$ cat config.mk
export PLATFORM = sky130hd
export DESIGN_NAME = bridge_prot
export DESIGN_NICKNAME = d
export VERILOG_FILES = /design/src/verilog/bridge_prot_pkg.sv /design/src/verilog/short_link_if.sv /design/src/verilog/bridge_prot.sv /design/src/verilog/short_confirm.sv
export VERILOG_INCLUDE_DIRS = /design/src /design/src/verilog
export SDC_FILE = /design/constraint.sdc
export NUM_CORES = 1
export LEC_CHECK = 0
export BUFFER_PORTS_ARGS = -buffer_cell sky130_fd_sc_hd__buf_2
export CAP_MARGIN = 20
export CORE_MARGIN = 2
export CORE_UTILIZATION = 30
export CTS_CLUSTER_SIZE = 28
export DETAILED_ROUTE_END_ITERATION = 8
export SLEW_MARGIN = 0
export SYNTH_ARGS = -nofsm -noshare
export SYNTH_HDL_FRONTEND = slang
export SYNTH_SLANG_ARGS = --single-unit
$ cat constraint.sdc
create_clock -name clk -period 2.1 [get_ports clk]
set_clock_uncertainty 0.15 [all_clocks]
set_input_delay 0.105 -clock clk [delete_from_list [all_inputs] [get_ports clk]]
set_output_delay 0.105 -clock clk [all_outputs]
set_load 0.02 [all_outputs]
$ cat src/verilog/bridge_prot_cfg.svh
// Constants of the bridge protection block: register offsets, field positions,
// reset values and timing counts. Included by every design file that needs them.
`ifndef BRIDGE_PROT_CFG_SVH
`define BRIDGE_PROT_CFG_SVH

`define CLK_PERIOD_NS 4
`define ADDR_W 8
`define DATA_W 32

// Register byte offsets.
`define REG_CTRL 8'h00
`define REG_STATUS 8'h04
`define REG_INT_STATUS 8'h08
`define REG_INT_CLEAR 8'h0C
`define REG_INT_ENABLE 8'h10
`define REG_LIMIT 8'h14

// Control register fields.
`define CTRL_EN_BIT 0
`define CTRL_SCALE_LSB 8
`define CTRL_SCALE_MSB 12
`define CTRL_EN_RESET 1'h0
`define SCALE_RESET 5'h1F
`define SCALE_DIVISOR 6'h20

// Status register bits.
`define ST_PREWARN 0
`define ST_OVERTEMP 1
`define ST_GND_A 2
`define ST_GND_B 3
`define ST_SUPPLY_A 4
`define ST_SUPPLY_B 5
`define ST_LOAD_A 6
`define ST_LOAD_B 7
`define ST_LIMIT_A 8
`define ST_LIMIT_B 9
`define ST_DRV_ON 10

// Interrupt status, clear and enable bits share this layout.
`define INT_W 4
`define INT_PREWARN 0
`define INT_OVERTEMP 1
`define INT_SHORT_A 2
`define INT_SHORT_B 3

// Short confirmation: retries after the first detection, and the longest gap
// between two detections that still counts as one short event.
`define SHORT_RETRIES 2'h3
`define RETRY_GAP_NS 1000
`define RETRY_GAP_CYC (`RETRY_GAP_NS / `CLK_PERIOD_NS)

`endif

$ cat src/verilog/bridge_prot_pkg.sv
// Types shared by the bridge protection modules.
// Assumes the constants header is compiled alongside.
package bridge_prot_pkg;

	typedef enum logic [1:0] {
		CONF_IDLE,
		CONF_RETRY,
		CONF_TRIPPED
	} confirm_state_t;

	typedef logic [1:0] bridge_bits_t;

endpackage

$ cat src/verilog/short_link_if.sv
// Signals between the protection core and one bridge's short confirmation unit.
// Assumes both ends run on the same clock.
interface short_link_if;
	logic det_gnd;
	logic det_supply;
	logic hold_off;
	logic confirmed;
	logic kind_supply;
	logic tripped;

	modport core (output det_gnd, output det_supply, output hold_off,
		input confirmed, input kind_supply, input tripped);
	modport unit (input det_gnd, input det_supply, input hold_off,
		output confirmed, output kind_supply, output tripped);
endinterface

$ cat src/verilog/bridge_prot.sv
// Protection and diagnostics core of a dual full-bridge DC motor driver.
// Assumes temperature and short detectors are synchronous to clk.
`include "bridge_prot_cfg.svh"

module bridge_prot (
	// Clock and reset
	input wire logic clk,
	input wire logic resetn,
	// Register port
	input wire logic [`ADDR_W-1:0] reg_addr,
	input wire logic [`DATA_W-1:0] reg_wdata,
	input wire logic reg_wr,
	input wire logic reg_rd,
	output logic [`DATA_W-1:0] reg_rdata,
	// Sensor inputs
	input wire logic temp_prewarn_in,
	input wire logic temp_shutdown_in,
	input wire bridge_prot_pkg::bridge_bits_t short_gnd_det,
	input wire bridge_prot_pkg::bridge_bits_t short_supply_det,
	input wire bridge_prot_pkg::bridge_bits_t cur_limit_hit,
	input wire logic active_low_enable_pin,
	// Driver control
	output logic driver_on,
	output logic bridge_hiz,
	output logic [5:0] current_limit_factor,
	// Diagnostics
	output logic fault_indicator_out,
	output logic irq
);
	logic ctrl_en, next_ctrl_en;
	logic [4:0] run_current_scale, next_run_current_scale;
	logic prewarn_flag, next_prewarn_flag;
	logic overtemp_shutdown_flag, next_overtemp_shutdown_flag;
	bridge_prot_pkg::bridge_bits_t short_gnd, next_short_gnd;
	bridge_prot_pkg::bridge_bits_t short_supply, next_short_supply;
	bridge_prot_pkg::bridge_bits_t load_flag, next_load_flag;
	bridge_prot_pkg::bridge_bits_t limit_flag, next_limit_flag;
	logic next_driver_on, next_fault;
	logic [5:0] next_factor;
	logic [`INT_W-1:0] int_status, next_int_status, int_enable, next_int_enable, int_event;
	logic [`DATA_W-1:0] next_rdata, status_word;
	bridge_prot_pkg::bridge_bits_t confirmed, kind_supply, tripped;
	logic drv_enable;
	logic wr_ctrl;

	// The pin and the software bit both gate the driver; either one restarts short handling.
	assign drv_enable = ctrl_en & ~active_low_enable_pin;
	assign wr_ctrl = reg_wr && reg_addr == `REG_CTRL;

	generate
		for (genvar b = 0; b < 2; b++) begin : g_bridge
			short_link_if link ();
			assign link.det_gnd = short_gnd_det[b];
			assign link.det_supply = short_supply_det[b];
			assign link.hold_off = ~drv_enable;
			assign confirmed[b] = link.confirmed;
			assign kind_supply[b] = link.kind_supply;
			assign tripped[b] = link.tripped;
			short_confirm u_confirm (
				.clk(clk),
				.resetn(resetn),
				.link(link)
			);
		end
	endgenerate

	// Control and flag state.
	always_comb begin
		next_ctrl_en = ctrl_en;
		next_run_current_scale = run_current_scale;
		if (wr_ctrl) begin
			next_ctrl_en = reg_wdata[`CTRL_EN_BIT];
			next_run_current_scale = reg_wdata[`CTRL_SCALE_MSB:`CTRL_SCALE_LSB];
		end
		next_factor = {1'b0, next_run_current_scale} + 6'h01;
		next_prewarn_flag = temp_prewarn_in;
		// Set at the shutdown level, released only once the pre-warning level is left too.
		if (temp_shutdown_in) begin
			next_overtemp_shutdown_flag = 1'b1;
		end else if (!temp_prewarn_in) begin
			next_overtemp_shutdown_flag = 1'b0;
		end else begin
			next_overtemp_shutdown_flag = overtemp_shutdown_flag;
		end
		for (int b = 0; b < 2; b++) begin
			if (!drv_enable) begin
				next_short_gnd[b] = 1'b0;
				next_short_supply[b] = 1'b0;
			end else begin
				next_short_gnd[b] = short_gnd[b] | (confirmed[b] & ~kind_supply[b]);
				next_short_supply[b] = short_supply[b] | (confirmed[b] & kind_supply[b]);
			end
		end
		next_limit_flag = cur_limit_hit;
		next_load_flag = ~cur_limit_hit;
		// Any short on either bridge turns both off, so a confirmation stops the stage at once.
		next_driver_on = drv_enable & ~next_overtemp_shutdown_flag & ~(|tripped) & ~(|confirmed);
		next_fault = next_overtemp_shutdown_flag | (|next_short_gnd) | (|next_short_supply);
	end

	always_ff @(posedge clk or negedge resetn) begin
		if (!resetn) begin
			ctrl_en <= `CTRL_EN_RESET;
			run_current_scale <= `SCALE_RESET;
			current_limit_factor <= {1'b0, `SCALE_RESET} + 6'h01;
			prewarn_flag <= 1'b0;
			overtemp_shutdown_flag <= 1'b0;
			short_gnd <= 2'h0;
			short_supply <= 2'h0;
			limit_flag <= 2'h0;
			load_flag <= 2'h3;
			driver_on <= 1'b0;
			bridge_hiz <= 1'b1;
			fault_indicator_out <= 1'b0;
		end else begin
			ctrl_en <= next_ctrl_en;
			run_current_scale <= next_run_current_scale;
			current_limit_factor <= next_factor;
			prewarn_flag <= next_prewarn_flag;
			overtemp_shutdown_flag <= next_overtemp_shutdown_flag;
			short_gnd <= next_short_gnd;
			short_supply <= next_short_supply;
			limit_flag <= next_limit_flag;
			load_flag <= next_load_flag;
			driver_on <= next_driver_on;
			bridge_hiz <= ~next_driver_on;
			fault_indicator_out <= next_fault;
		end
	end

	// Interrupt state: temperature events are rising edges of the flags held above; short events are the confirmation pulses.
	assign int_event[`INT_PREWARN] = next_prewarn_flag & ~prewarn_flag;
	assign int_event[`INT_OVERTEMP] = next_overtemp_shutdown_flag & ~overtemp_shutdown_flag;
	assign int_event[`INT_SHORT_A] = confirmed[0];
	assign int_event[`INT_SHORT_B] = confirmed[1];

	always_comb begin
		next_int_status = int_status;
		next_int_enable = int_enable;
		if (reg_wr && reg_addr == `REG_INT_CLEAR) begin
			next_int_status = int_status & ~reg_wdata[`INT_W-1:0];
		end
		if (reg_wr && reg_addr == `REG_INT_ENABLE) begin
			next_int_enable = reg_wdata[`INT_W-1:0];
		end
		// An event in the clearing cycle must survive, so the set is applied last.
		next_int_status = next_int_status | int_event;
	end

	always_ff @(posedge clk or negedge resetn) begin
		if (!resetn) begin
			int_status <= 4'h0;
			int_enable <= 4'h0;
		end else begin
			int_status <= next_int_status;
			int_enable <= next_int_enable;
		end
	end

	assign irq = |(int_status & int_enable);

	// Read path: data stand in the cycle after the strobe only.
	always_comb begin
		status_word = 32'h0000_0000;
		status_word[`ST_PREWARN] = prewarn_flag;
		status_word[`ST_OVERTEMP] = overtemp_shutdown_flag;
		status_word[`ST_GND_A] = short_gnd[0];
		status_word[`ST_GND_B] = short_gnd[1];
		status_word[`ST_SUPPLY_A] = short_supply[0];
		status_word[`ST_SUPPLY_B] = short_supply[1];
		status_word[`ST_LOAD_A] = load_flag[0];
		status_word[`ST_LOAD_B] = load_flag[1];
		status_word[`ST_LIMIT_A] = limit_flag[0];
		status_word[`ST_LIMIT_B] = limit_flag[1];
		status_word[`ST_DRV_ON] = driver_on;
		next_rdata = 32'h0000_0000;
		if (reg_rd) begin
			case (reg_addr)
				`REG_CTRL: begin
					next_rdata[`CTRL_EN_BIT] = ctrl_en;
					next_rdata[`CTRL_SCALE_MSB:`CTRL_SCALE_LSB] = run_current_scale;
				end
				`REG_STATUS: begin
					next_rdata = status_word;
				end
				`REG_INT_STATUS: begin
					next_rdata[`INT_W-1:0] = int_status;
				end
				`REG_INT_ENABLE: begin
					next_rdata[`INT_W-1:0] = int_enable;
				end
				`REG_LIMIT: begin
					next_rdata[5:0] = current_limit_factor;
				end
				default: begin
					next_rdata = 32'h0000_0000;
				end
			endcase
		end
	end

	always_ff @(posedge clk or negedge resetn) begin
		if (!resetn) begin
			reg_rdata <= 32'h0000_0000;
		end else begin
			reg_rdata <= next_rdata;
		end
	end

	scale_write_a: assert property (@(posedge clk) disable iff (!resetn)
		wr_ctrl |=> current_limit_factor == {1'b0, $past(reg_wdata[`CTRL_SCALE_MSB:`CTRL_SCALE_LSB])} + 6'h01)
		else $error("Limit factor does not follow the written scale.");

	ot_shutdown_a: assert property (@(posedge clk) disable iff (!resetn)
		temp_shutdown_in |=> overtemp_shutdown_flag && !driver_on)
		else $error("Shutdown level did not stop the driver.");

	ot_hold_a: assert property (@(posedge clk) disable iff (!resetn)
		overtemp_shutdown_flag && temp_prewarn_in |=> overtemp_shutdown_flag && !driver_on)
		else $error("Overtemperature released before pre-warning cleared.");

	prewarn_flag_a: assert property (@(posedge clk) disable iff (!resetn)
		temp_prewarn_in |=> prewarn_flag)
		else $error("Pre-warning flag not set.");

	short_off_a: assert property (@(posedge clk) disable iff (!resetn)
		(|confirmed) |=> !driver_on && bridge_hiz && (|(short_gnd | short_supply)) == $past(drv_enable))
		else $error("Confirmed short left a bridge running.");

	short_keep_a: assert property (@(posedge clk) disable iff (!resetn)
		short_gnd[0] && drv_enable |=> short_gnd[0])
		else $error("Short flag dropped while driver enabled.");

	disable_hiz_a: assert property (@(posedge clk) disable iff (!resetn)
		!ctrl_en |=> bridge_hiz && !driver_on)
		else $error("Disabled driver not in high impedance.");

	fault_out_a: assert property (@(posedge clk) disable iff (!resetn)
		fault_indicator_out == (overtemp_shutdown_flag | (|short_gnd) | (|short_supply)))
		else $error("Fault output disagrees with fault flags.");

	load_flag_a: assert property (@(posedge clk) disable iff (!resetn)
		cur_limit_hit[1] |=> !load_flag[1] && limit_flag[1])
		else $error("Load flag not cleared while limiting.");

	// The checks below up to pin_off_a, fault_drive_a aside, look one cycle after their cause, once the flag registers have taken it.
	limit_track_a: assert property (@(posedge clk) disable iff (!resetn)
		cur_limit_hit[0] |=> limit_flag[0] && !load_flag[0])
		else $error("Limit flag of bridge A not set while limiting.");

	prewarn_event_a: assert property (@(posedge clk) disable iff (!resetn)
		temp_prewarn_in && !prewarn_flag |=> int_status[`INT_PREWARN])
		else $error("Pre-warning rise did not raise its interrupt bit.");

	ot_release_a: assert property (@(posedge clk) disable iff (!resetn)
		overtemp_shutdown_flag && !temp_prewarn_in && !temp_shutdown_in |=> !overtemp_shutdown_flag)
		else $error("Overtemperature flag kept after both levels cleared.");

	short_hold_a: assert property (@(posedge clk) disable iff (!resetn)
		drv_enable |=> (($past(short_gnd) & ~short_gnd) | ($past(short_supply) & ~short_supply)) == 2'h0)
		else $error("Short flag dropped while the driver was enabled.");

	short_clear_a: assert property (@(posedge clk) disable iff (!resetn)
		!drv_enable |=> short_gnd == 2'h0 && short_supply == 2'h0)
		else $error("Short flag kept after the driver was disabled.");

	short_pair_a: assert property (@(posedge clk) disable iff (!resetn)
		confirmed[1] && kind_supply[1] && drv_enable |=> short_supply[1])
		else $error("Supply short of bridge B not flagged.");

	fault_drive_a: assert property (@(posedge clk) disable iff (!resetn)
		fault_indicator_out |-> !driver_on)
		else $error("Fault shown while the driver runs.");

	pin_off_a: assert property (@(posedge clk) disable iff (!resetn)
		active_low_enable_pin |=> !driver_on && bridge_hiz)
		else $error("Enable pin did not stop the driver.");

	hiz_inverse_a: assert property (@(posedge clk) disable iff (!resetn)
		bridge_hiz == !driver_on)
		else $error("High impedance and driver state disagree.");

	factor_range_a: assert property (@(posedge clk) disable iff (!resetn)
		current_limit_factor != 6'h00 && current_limit_factor <= 6'h20)
		else $error("Limit factor outside one to thirty-two.");

endmodule

$ cat src/verilog/short_confirm.sv
// Short confirmation for one bridge: a detection must repeat on each retry
// before the short is taken as real. Assumes detections are one-cycle pulses.
`include "bridge_prot_cfg.svh"

module short_confirm (
	// Clock and reset
	input wire logic clk,
	input wire logic resetn,
	// Link to the protection core
	short_link_if.unit link
);
	bridge_prot_pkg::confirm_state_t state, next_state;
	logic [1:0] tries, next_tries;
	logic [7:0] gap, next_gap;
	logic kind, next_kind;
	logic confirmed, next_confirmed;
	logic det;

	assign det = link.det_gnd | link.det_supply;

	always_comb begin
		next_state = state;
		next_tries = tries;
		next_gap = gap;
		next_kind = kind;
		next_confirmed = 1'b0;
		case (state)
			bridge_prot_pkg::CONF_IDLE: begin
				if (!link.hold_off && det) begin
					next_state = bridge_prot_pkg::CONF_RETRY;
					next_tries = 2'h0;
					next_gap = 8'h00;
					next_kind = link.det_supply;
				end
			end
			bridge_prot_pkg::CONF_RETRY: begin
				if (link.hold_off) begin
					next_state = bridge_prot_pkg::CONF_IDLE;
				end else if (det) begin
					next_gap = 8'h00;
					next_kind = link.det_supply;
					// A single spike dies out in the gap window; only the third retry trips.
					if (tries == `SHORT_RETRIES - 2'h1) begin
						next_state = bridge_prot_pkg::CONF_TRIPPED;
						next_confirmed = 1'b1;
					end else begin
						next_tries = tries + 2'h1;
					end
				end else if (gap == 8'(`RETRY_GAP_CYC - 1)) begin
					next_state = bridge_prot_pkg::CONF_IDLE;
				end else begin
					next_gap = gap + 8'h01;
				end
			end
			bridge_prot_pkg::CONF_TRIPPED: begin
				if (link.hold_off) begin
					next_state = bridge_prot_pkg::CONF_IDLE;
				end
			end
			default: begin
				next_state = bridge_prot_pkg::CONF_IDLE;
			end
		endcase
	end

	always_ff @(posedge clk or negedge resetn) begin
		if (!resetn) begin
			state <= bridge_prot_pkg::CONF_IDLE;
			tries <= 2'h0;
			gap <= 8'h00;
			kind <= 1'b0;
			confirmed <= 1'b0;
		end else begin
			state <= next_state;
			tries <= next_tries;
			gap <= next_gap;
			kind <= next_kind;
			confirmed <= next_confirmed;
		end
	end

	assign link.confirmed = confirmed;
	assign link.kind_supply = kind;
	assign link.tripped = (state == bridge_prot_pkg::CONF_TRIPPED);

	retry_count_a: assert property (@(posedge clk) disable iff (!resetn)
		confirmed |-> $past(tries) == 2'h2 && $past(state) == bridge_prot_pkg::CONF_RETRY)
		else $error("Short confirmed without three retries.");

endmodule

# Yosys cells after proc, flatten, opt, wreduce, memory -nomap -nowiden
# Index checks and enable logic that the tools add are counted.
[totals]
regBits = 93
inputBits = 53
out_inout_bits = 42
elab_cells = 177
[classes]
mux = 63
n_bitwise = 32
n_addsub = 5
reduce_logical = 23
eq_ne = 29
[ops]
columns = ["cell", "count"]
rows = [
  ["$mux W8", 8],
  ["$mux W2", 20],
  ["$pmux W8 S2", 2],
  ["$reduce_and A4 Y1", 6],
  ["$mux W1", 20],
  ["$add A8 B1 Y8 const B", 2],
  ["$eq A8 B4 Y1 const B", 2],
  ["$eq A8 B5 Y1 const B", 2],
  ["$eq A8 B8 Y1 const B", 2],
  ["$mux W13", 1],
  ["$ne A2 B2 Y1 const B", 6],
  ["$pmux W2 S2", 3],
  ["$pmux W2 S3", 2],
  ["$pmux W3 S4", 1],
  ["$and A1 B1 Y1", 10],
  ["$pmux W5 S2", 1],
  ["$reduce_and A5 Y1", 2],
  ["$not A1 Y1", 9],
  ["$and A4 B4 Y4", 2],
  ["$eq A2 B2 Y1 const B", 4],
  ["$eq A8 B3 Y1 const B", 1],
  ["$logic_not A8 Y1", 1],
  ["$ne A2 B1 Y1 const B", 4],
  ["$ne A4 B2 Y1 const B", 2],
  ["other kinds (18)", 39],
]

# Depth between registers and ports, before layout
# Gate-level depths: netlist of the first run.
[depth]
depth_word = 7
mapped_depth = 6
depth_no_buf = 6

# Hierarchy
# Synthesis of the first run repeated with hierarchy kept, for this count alone.
[hier_totals]
cells_unflattened = 325
hier_area_um2 = 3656.0
[modules_own_cells]
columns = ["mod", "instances", "cells_per_inst", "area_per_inst_um2", "seq_area_each_um2"]
rows = [
  ["bridge_prot", 1, 177, 2119.5, 1162.4],
  ["short_confirm", 2, 74, 768.2, 350.3],
]

# Worst setup path before layout of the first run
# Ideal clock, no wire load.
[synth_timing]
path_kind = "register to register"
startpoint = "register g_bridge[0].u_confirm.state[1]"
endpoint = "register g_bridge[0].u_confirm.gap[2]"
setup_slack_ps = 139
t_required_ps = 1877
period_less_slack_ps = 1961
setup_ps = 73
path_buffers = 0
t_arrival_ps = 1738
stages_incl_launch_ff = 5
cell_sequence = "dfrtp_1 > or4b_4 > or4_4 > a31o_1 > a21oi_2"
[synth_between]
elab_chain_cells = 3
elab_cells_between_ends = 8
classes_between = "eq/ne: 4; mux: 1; reduce/logical: 3"
[synth_lines]
columns = ["item", "line_no", "rtl"]
rows = [
  ["start: declaration", "short_confirm.sv:12", "bridge_prot_pkg::confirm_state_t state, next_state;"],
  ["start signal: assignment", "short_confirm.sv:68", "state <= bridge_prot_pkg::CONF_IDLE;"],
  ["start signal: assignment", "short_confirm.sv:74", "state <= next_state;"],
  ["$eq A2 B1 Y1 / $logic_not A2 Y1 (equally long branches)", "short_confirm.sv:27", "case (state)"],
  ["$ne A3 B2 Y1 (no source line), or another cell as far along", "n/a", ""],
  ["$reduce_and A4 Y1 (no source line)", "n/a", ""],
  ["end signal: assignment", "short_confirm.sv:76", "gap <= next_gap;"],
  ["end: declaration", "short_confirm.sv:14", "logic [7:0] gap, next_gap;"],
]
# Parallel ways exist; a longest one is shown, timed or not.
# A chain may end at the register's enable or synchronous reset.

# Worst setup path after layout of the first run
# Same ends and word-level chain as after synthesis.

==> results of run 1 <==
==> placed cells by master (no fill, tap or decap), drive strengths merged, types with 7 or more instances in the layout <==
| cell | count |
|---|---|
| a21oi | 14 |
| nand4 | 7 |
| a22o | 10 |
| o21ai | 10 |
| nand2 | 27 |
| nand3 | 10 |
| conb | 19 |
| nor2 | 26 |
| dfrtp | 65 |
| xnor2 | 9 |
| dlygate4sd3 | 20 |
| dfstp | 9 |
| nor3 | 9 |
| buf | 64 |
| inv | 16 |
| mux2 | 13 |
| clkbuf | 10 |
==> worst max-delay path by stage <==
stage	end	depth (start not counted)	slack [ns]	from
2_1_floorplan	g_bridge[0].u_confirm.gap[2]	4	0.14	g_bridge[0].u_confirm.state[1]
3_3_place_gp	g_bridge[0].u_confirm.gap[2]	4	0.13	g_bridge[0].u_confirm.state[0]
3_5_place_dp	g_bridge[0].u_confirm.gap[5]	5	0.11	g_bridge[0].u_confirm.state[1]
4_1_cts	g_bridge[0].u_confirm.gap[2]	4	0.1	g_bridge[0].u_confirm.state[1]
5_1_grt	g_bridge[0].u_confirm.gap[0]	4	0.03	g_bridge[0].u_confirm.state[1]
6_report	g_bridge[0].u_confirm.gap[2]	4	0.11	g_bridge[0].u_confirm.state[1]
==> metal layers <==
layer,part of all wire,wire length (um)
met1,0.48,3598
met2,0.47,3538
met3,0.050,378
met4,0.0053,40
met5,0,0
==> state kept, by name, summed over array words and instances (netlist names), 2 cells and up <==
signal,count
g_bridge.u_confirm.tries,4
g_bridge.u_confirm.gap,16
short_gnd,2
run_current_scale,5
limit_flag,2
g_bridge.u_confirm.state,4
int_enable,4
load_flag,2
g_bridge.u_confirm.link.kind_supply,2
current_limit_factor,6
reg_rdata,13
short_supply,2
int_status,4
g_bridge.u_confirm.link.confirmed,2
==> worst max-delay path, stage by stage, from the launching register on <==
cell	delay, ns
dfrtp_1	0.39
or4b_4	0.50
or4_4	0.55
a31o_1	0.24
a21oi_2	0.10
==> what timing repair did <==
action / 4_1_cts / 5_1_grt
setup buffers: 0 / 1
gates resized for setup: 0 / 2
setup endpoints to repair: 0 / 4
hold endpoints to repair: 111 / 0
hold buffers: 20 / 0
==> metrics by stage <==
step / cell area [um2] / total power [W] / setup WS, ns / hold WS, ns / instances
2_1_floorplan: 3612 / 0.001710 / 0.1387 / -0.3406 / 349
3_3_place_gp: 3984 / 0.001798 / 0.1274 / 0.01758 / 531
3_5_place_dp: 3984 / 0.001804 / 0.1107 / 0.01992 / 531
4_1_cts: 4472 / 0.003306 / 0.09787 / 0.0006710 / 567
5_1_grt: 4488 / 0.003406 / 0.02880 / 0.04195 / 568
6_report: 4488 / 0.003257 / 0.1079 / 0.006825 / 568
==> report_power, final <==
| group | total, W | switching (W) | internal, W |
|---|---|---|---|
| sequential | 0.00152 | 0.0000402 | 0.00148 |
| clock | 0.00145 | 0.000608 | 0.000842 |
| combinational | 0.000284 | 0.000168 | 0.000116 |
| total | 0.00326 | 0.000816 | 0.00244 |
==> cell families after synthesis <==
| kind of cell | Yosys count | share of synthesized area |
|---|---|---|
| xor+xnor | 13 | 0.03212 |
| other cells | 1 | 0.001058 |
| compound gates | 62 | 0.1207 |
| flops | 74 | 0.5256 |
| buf+inv | 38 | 0.06071 |
| mux | 17 | 0.05612 |
| simple gates | 120 | 0.1825 |
| fa+ha+maj | 6 | 0.02118 |
==> cell type report <==
cell class	instances	area (um2)	area share
Timing Repair Buffer	84	563.0	0.1255
Clock inverter	6	48.80	0.01087
Sequential cell	74	1863	0.4151
Tap cell	143	178.9	0.03987
Clock buffer	10	239.0	0.05325
Inverter	14	52.55	0.01171
Multi-Input combinational cell	237	1543	0.3437
==> results by group, run 1 <==
Timing
  – Final TNS setup: 0 ns
  – Crit share post-route: 0.9486
  – Slew HR: 0.6223
  – RSZ-0062 raised after global routing: false
  – Final Hold Fails: 0
  – Highest clock rate: 502.0 MHz
  – Endpoints failing setup: 0
  – Final Max Tran Viols: 0
  – Worst Max-Slew Pin Slew: 0.5623 ns
  – Final Critical Period: 1.992 ns

Finish
  – Ant. Diodes: 0
  – Layout area overhead: 26.61%
  – Share of layout cells above drive strength 1: 0.2682
  – Final core occ: 0.3914
  – FILL cells: 1143
  – NumNets Final: 479

CTS
  – Clock Sinks: 74
  – Worst-case clock buffer depth: 2
  – Root Buffer Master: clkbuf_16
  – CTS tree: yes
  – CTS Buf Count: 9
  – H-tree Lvls: 3
  – CTS clk-pin slew, worst paths: 0.06 ns
  – Worst skew pair latency: approximately 0.33 ns

Die
  – Initial Utilization: 0.3091
  – Width of the die: 112.7 um
  – Ports: 95
  – Die area: about 13000 um2
  – Rows: 39
  – Die Height: ~110 um
  – Core area: 11470 um2

Status
  – Status: finished, final reports clean

Power and ir drop
  – Maximum vdd ir drop: 0.4507 mV
  – Pleak: 2.101 nW
  – Pwr Density: around 730 nW/um2

Hold path
  – WHS Endpoint: reg_rdata[5]
  – Worst Hold Class: in2reg
  – Worst Hold Depth: 3
  – Worst Hold Launch: reg_addr[2]

Route
  – Vias/cell: 4.743
  – DRC: 0
  – Wire per inst: 13.30 um
  – Routed WL: roughly 7.6 mm
  – Pre-antenna DRT Iters: 4
  – Final ANT Viol Nets: 0
  – Via count: 2694
  – DR iter-0 viols: 126

Logic synthesis
  – Most frequent cell after synthesis: dfrtp_1
  – Synth cell types: 53
  – Synth warn: 0
  – Prevailing post-synth register cell: dfrtp_1
  – Yosys top cell by area: dfrtp_1
  – Cell count after synthesis: 331
  – Share of the synthesized area in the top cell type: 0.4589
  – Sequential element share of the synthesized area: 0.5256
  – Top cells by area, synth: dfrtp_1, dfstp_2, mux2_2, buf_4, nand2_1
  – Flip-flop and latch count after synthesis: 74
  – Ys async rst share: 1.000
  – Synth top cells by count: dfrtp_1, nand2_1, nor2_1, buf_4, inv_1
  – EDFF count, synth: 0
  – Synthesized area: 3545 um2
  – Syn_area_per_cell: around 11 um2

Setup path
  – Worst Path Required: 2.21 ns
  – Crit-path max FO: 4
  – Reg-to-reg setup timing slack: 0.11 ns
  – Reg-to-reg endpoint: g_bridge[0].u_confirm.gap[2]
  – Reg2reg path depth: 4
  – Setup Crit Path Kind: reg2reg
  – Critical path startpoint category: register
  – WP data arrival: 2.10 ns
  – Crit end category: register
  – FF-to-FF Start: g_bridge[0].u_confirm.state[1]

Global route
  – GRT met2 Usage: 0.1980
  – Met1 usage: 0.1655
  – Vias in the first global route: 2672
  – Met3 Usage GRT: 0.03482
  – GR peak layer: met2
  – Largest net degree at the start of global routing: 75
  – GRT Resource Usage Total: 0.1227
  – Initial antenna violation count: 0
  – First-pass GRT wire length: around 13 mm
  – GR Overflow Total: 0

Run
  – Max-cap violations: 0

Placement
  – HPWL Detailed: 5.623 mm
  – Port buffer count: 52
  – Routability congestion estimate: 0.7954
(Power assumes the default switching activity.)
==> run 2: changes to the inputs <==
--- a/config.mk
+++ b/config.mk
@@ -7,12 +7,11 @@
 export NUM_CORES = 1
 export LEC_CHECK = 0
 export BUFFER_PORTS_ARGS = -buffer_cell sky130_fd_sc_hd__buf_2
-export CAP_MARGIN = 20
-export CORE_MARGIN = 2
 export CORE_UTILIZATION = 30
 export CTS_CLUSTER_SIZE = 28
 export DETAILED_ROUTE_END_ITERATION = 8
 export SLEW_MARGIN = 0
 export SYNTH_ARGS = -nofsm -noshare
 export SYNTH_HDL_FRONTEND = slang
+export SYNTH_HIERARCHICAL = 1
 export SYNTH_SLANG_ARGS = --single-unit
==> run 2 against run 1 <==
  * Combinational power rose by 1%
  * Utilization rose by 0.51 points
  * Sequential cell count did not move
  * Global-route usage rose by 0.74 points
  * Clock power rose by 23%
  * Total power rose by 10%
  * Via count fell by 0.48%
  * Routed wire length rose by 1.1%
  * Register-to-register slack improved by 0.08 ns
==> results by group, run 2 <==
Status
  – Status: finished, final reports clean

Timing
  – Final Max Tran Viols: 0 (unchanged)
  – Crit share post-route: 0.9382 (-0.01043)
  – Final TNS setup: 0 ns (unchanged)
  – WHS: 0.02893 ns (+0.02211 ns)
  – Highest clock rate: 507.6 MHz (+1.1%)
  – Endpoints failing setup: 0 (unchanged)
  – RSZ-0062 raised after global routing: false
  – Final Critical Period: 1.970 ns (-0.02191 ns)
  – Final Hold Fails: 0 (unchanged)
  – Final setup margin: 0.1298 ns (+0.02191 ns)

Logic synthesis
  – Sequential element share of the synthesized area: 0.5096 (-0.01601)
  – Synth warn: 6 (+6)
  – Synth Area in Compound Gates: 0.1458 (+0.02507)
  – Synthesized area: 3656 um2 (+3.1%)
  – Simple-gate share of the synthesized area: 0.1718 (-0.01069)
  – Synth cell types: 57 (+7.5%)
  – Adder-Cell Fraction of Synth Area: 0.02396 (+0.002777)
  – Share of the synthesized area in the top cell type: 0.4449 (-0.01398)
  – EDFF count, synth: 0 (unchanged)
  – Largest family of logic cells by synthesized area: simple AND/OR/NAND/NOR gates
  – Flip-flop and latch count after synthesis: 74 (unchanged)
  – Post-Synth XOR/XNOR Area: 0.01198 (-0.02014)
  – Post-synthesis mux area share: 0.06297 (+0.006846)
  – Ys async rst share: 1.000 (unchanged)
  – Top cells by area, synth: dfrtp_1, dfstp_2, buf_4, mux2_4, ha_1
  – Yosys top cell by area: dfrtp_1
  – Prevailing post-synth register cell: dfrtp_1
  – Synth top cells by count: dfrtp_1, nor2_1, buf_4, nand2_1, inv_1
  – Syn_area_per_cell: 11.25 um2 (+5.0%)
  – Most frequent cell after synthesis: dfrtp_1
  – Cell count after synthesis: 325 (-1.8%)

Setup path
  – Setup Crit Path Kind: in2reg
  – Crit end category: register
  – WP data arrival: 2.03 ns (-0.07 ns)
  – Crit-path max FO: 11 (+7)
  – Worst Path Required: 2.16 ns (-0.05 ns)
  – Critical path startpoint category: input port

Global route
  – First-pass GRT wire length: 13.05 mm (+3.4%)
  – Initial antenna violation count: 0 (unchanged)
  – GRT Resource Usage Total: 0.1301 (+0.007399)
  – Largest net degree at the start of global routing: 75 (unchanged)
  – GR Overflow Total: 0 (unchanged)
  – Vias in the first global route: 2696 (+0.90%)

Placement
  – HPWL Detailed: 5.500 mm (-2.2%)
  – Dpl cells: 523 (-1.5%)
  – Port buffer count: 52 (unchanged)
  – Routability congestion estimate: 0.7840 (-1.4%)
  – Dpl ws: 0.09397 ns (-0.01678 ns)

Die
  – Width of the die: 112.4 um (-0.27%)
  – Core area: 11660 um2 (+1.7%)
  – Die Height: 112.4 um (-0.27%)
  – Ports: 95 (unchanged)
  – Die area: 12630 um2 (-0.54%)
  – Rows: 39 (unchanged)
  – Initial Utilization: 0.3135 (+0.004375)

Route
  – DR iter-0 viols: 197 (+56%)
  – Final ANT Viol Nets: 0 (unchanged)
  – Routed WL: 7.636 mm (+1.1%)
  – Wire per inst: 13.61 um (+2.3%)
  – Vias/cell: 4.779 (+0.76%)
  – Via count: 2681 (-0.48%)
  – Pre-antenna DRT Iters: 4 (unchanged)
  – DRC: 0 (unchanged)

Finish
  – Most frequent cells in the layout: dfrtp_1, buf_2, nor2_1, dlygate4sd3_1, conb_1
  – Layout area overhead: 26.49% (about the same)
  – Final core occ: 0.3965 (+0.005144)
  – Share of layout cells above drive strength 1: 0.2727 (+0.004492)
  – Max FFs per register: 16 (unchanged)
  – FILL cells: 1115 (-2.4%)
  – Final cell count without fillers: 561 (-1.2%)
  – Commonest non-fill, non-tap cell in the layout: dfrtp_1
  – Biggest regs: g_bridge.u_confirm/gap: 16 flops, reg_rdata: 13 flops, current_limit_factor: 6 flops
  – Area of the multi-input gates: 1594 um2 (+3.3%)
  – Sequential cell area: 1863 um2 (unchanged)
  – Biggest register: g_bridge.u_confirm/gap
  – NumNets Final: 473 (-1.3%)
  – Ant. Diodes: 0 (unchanged)

CTS
  – Cts repair resizes: 0 (unchanged)
  – Worst-case clock buffer depth: 2 (unchanged)
  – CTS clk-pin slew, worst paths: 0.06 ns (about the same)
  – Post-CTS Setup Inserts: 0 (unchanged)
  – Root Buffer Master: clkbuf_16
  – CTS Buf Count: 9 (unchanged)
  – Worst skew pair latency: 0.33 ns (about the same)
  – H-tree Lvls: 3 (unchanged)
  – CTS tree: yes
  – Clock Sinks: 74 (unchanged)

Run
  – Max-cap violations: 0 (unchanged)

Power and ir drop
  – Pwr Density: 776.4 nW/um2 (+7.0%)
  – Pleak: 2.283 nW (+8.6%)
  – Maximum vdd ir drop: 0.3931 mV (-13%)

Hold path
  – Worst Hold Class: in2reg
-- run 2: cell count changes after synthesis, moves of 5 or more --
| cell | before | now |
|---|---|---|
| nand2_1 | 27 | 18 |
| xnor2_1 | 9 | 3 |
| and2_1 | 2 | 7 |
| mux2_4 | 0 | 8 |
| mux2_2 | 13 | 3 |
| o21ai_1 | 0 | 10 |
| nor3_1 | 8 | 0 |
| o41ai_1 | 1 | 8 |
-- run 2: through the flow --
step | total power, W | cell area (um2)
floorplan | 0.001705 | 3724
global placement | 0.001795 | 4051
detailed placement | 0.001802 | 4051
CTS | 0.003638 | 4634
global route | 0.003738 | 4624
finish | 0.003590 | 4624
-- run 2: report_power, final --
group / leakage (nW) / total (W) / switching [W] / internal [W]
registers: 0.963 / 0.00152 / 0.0000370 / 0.00148
logic: 1.15 / 0.000288 / 0.000166 / 0.000122
clock network: 0.165 / 0.00178 / 0.000590 / 0.00119
-- run 2: critical path, stage by stage --
cell,delay (ns)
dlygate4sd3_1,0.53
buf_2,0.12
nor2b_1,0.22
inv_2,0.17
nor2_1,0.19
o31ai_2,0.15
buf_4,0.18
o41ai_1,0.36
-- run 2: layer usage --
layer  global-route usage  vias to the layer above  part of all wire
met5                    0                        -                 0
met4              0.03556                        0            0.0088
met3              0.03888                        7             0.046
met2               0.2108                       69              0.48
met1               0.1692                     1294              0.46
li1                     -                     1311                 -
-- run 2: what timing repair did --
item,in CTS,in global routing
setup endpoints to repair,0,1
hold endpoints to repair,108,0
hold buffers,23,0
-- run 2: worst paths after layout --
kind	start	to	slack (ns)	cells past startpoint
min reg2reg	g_bridge[0].u_confirm/gap[6]	g_bridge[0].u_confirm/gap[6]	0.33	1
max reg2reg	ctrl_en	g_bridge[0].u_confirm/gap[4]	0.19	6
min	reg_addr[3]	reg_rdata[0]	0.03	3
min in group asynchronous	resetn	reg_rdata[1]	0.18	3
max	active_low_enable_pin	g_bridge[0].u_confirm/gap[4]	0.13	8
max in group asynchronous	resetn	run_current_scale[1]	1.27	3
-- run 2: final cells by class --
cell class / count / area share
clock buffers: 10 / 0.05168
clock inverters: 6 / 0.02462
inverters: 18 / 0.01461
multi-input cells: 226 / 0.3447
flip-flops and latches: 74 / 0.4029
well taps: 143 / 0.03869
repair buffers: 84 / 0.1228
-- run 2: cells by family (layout without fill, tap and decap cells) --
kind of cell	count (synthesis)	after routing
multiplexers	18	18
buffers and inverters	43	118
other	1	19
flip-flops	74	74
adder cells (fa/ha/maj)	7	7
AO/OA/AOI/OAI	76	76
XOR/XNOR	5	5
AND/OR/NAND/NOR	101	101
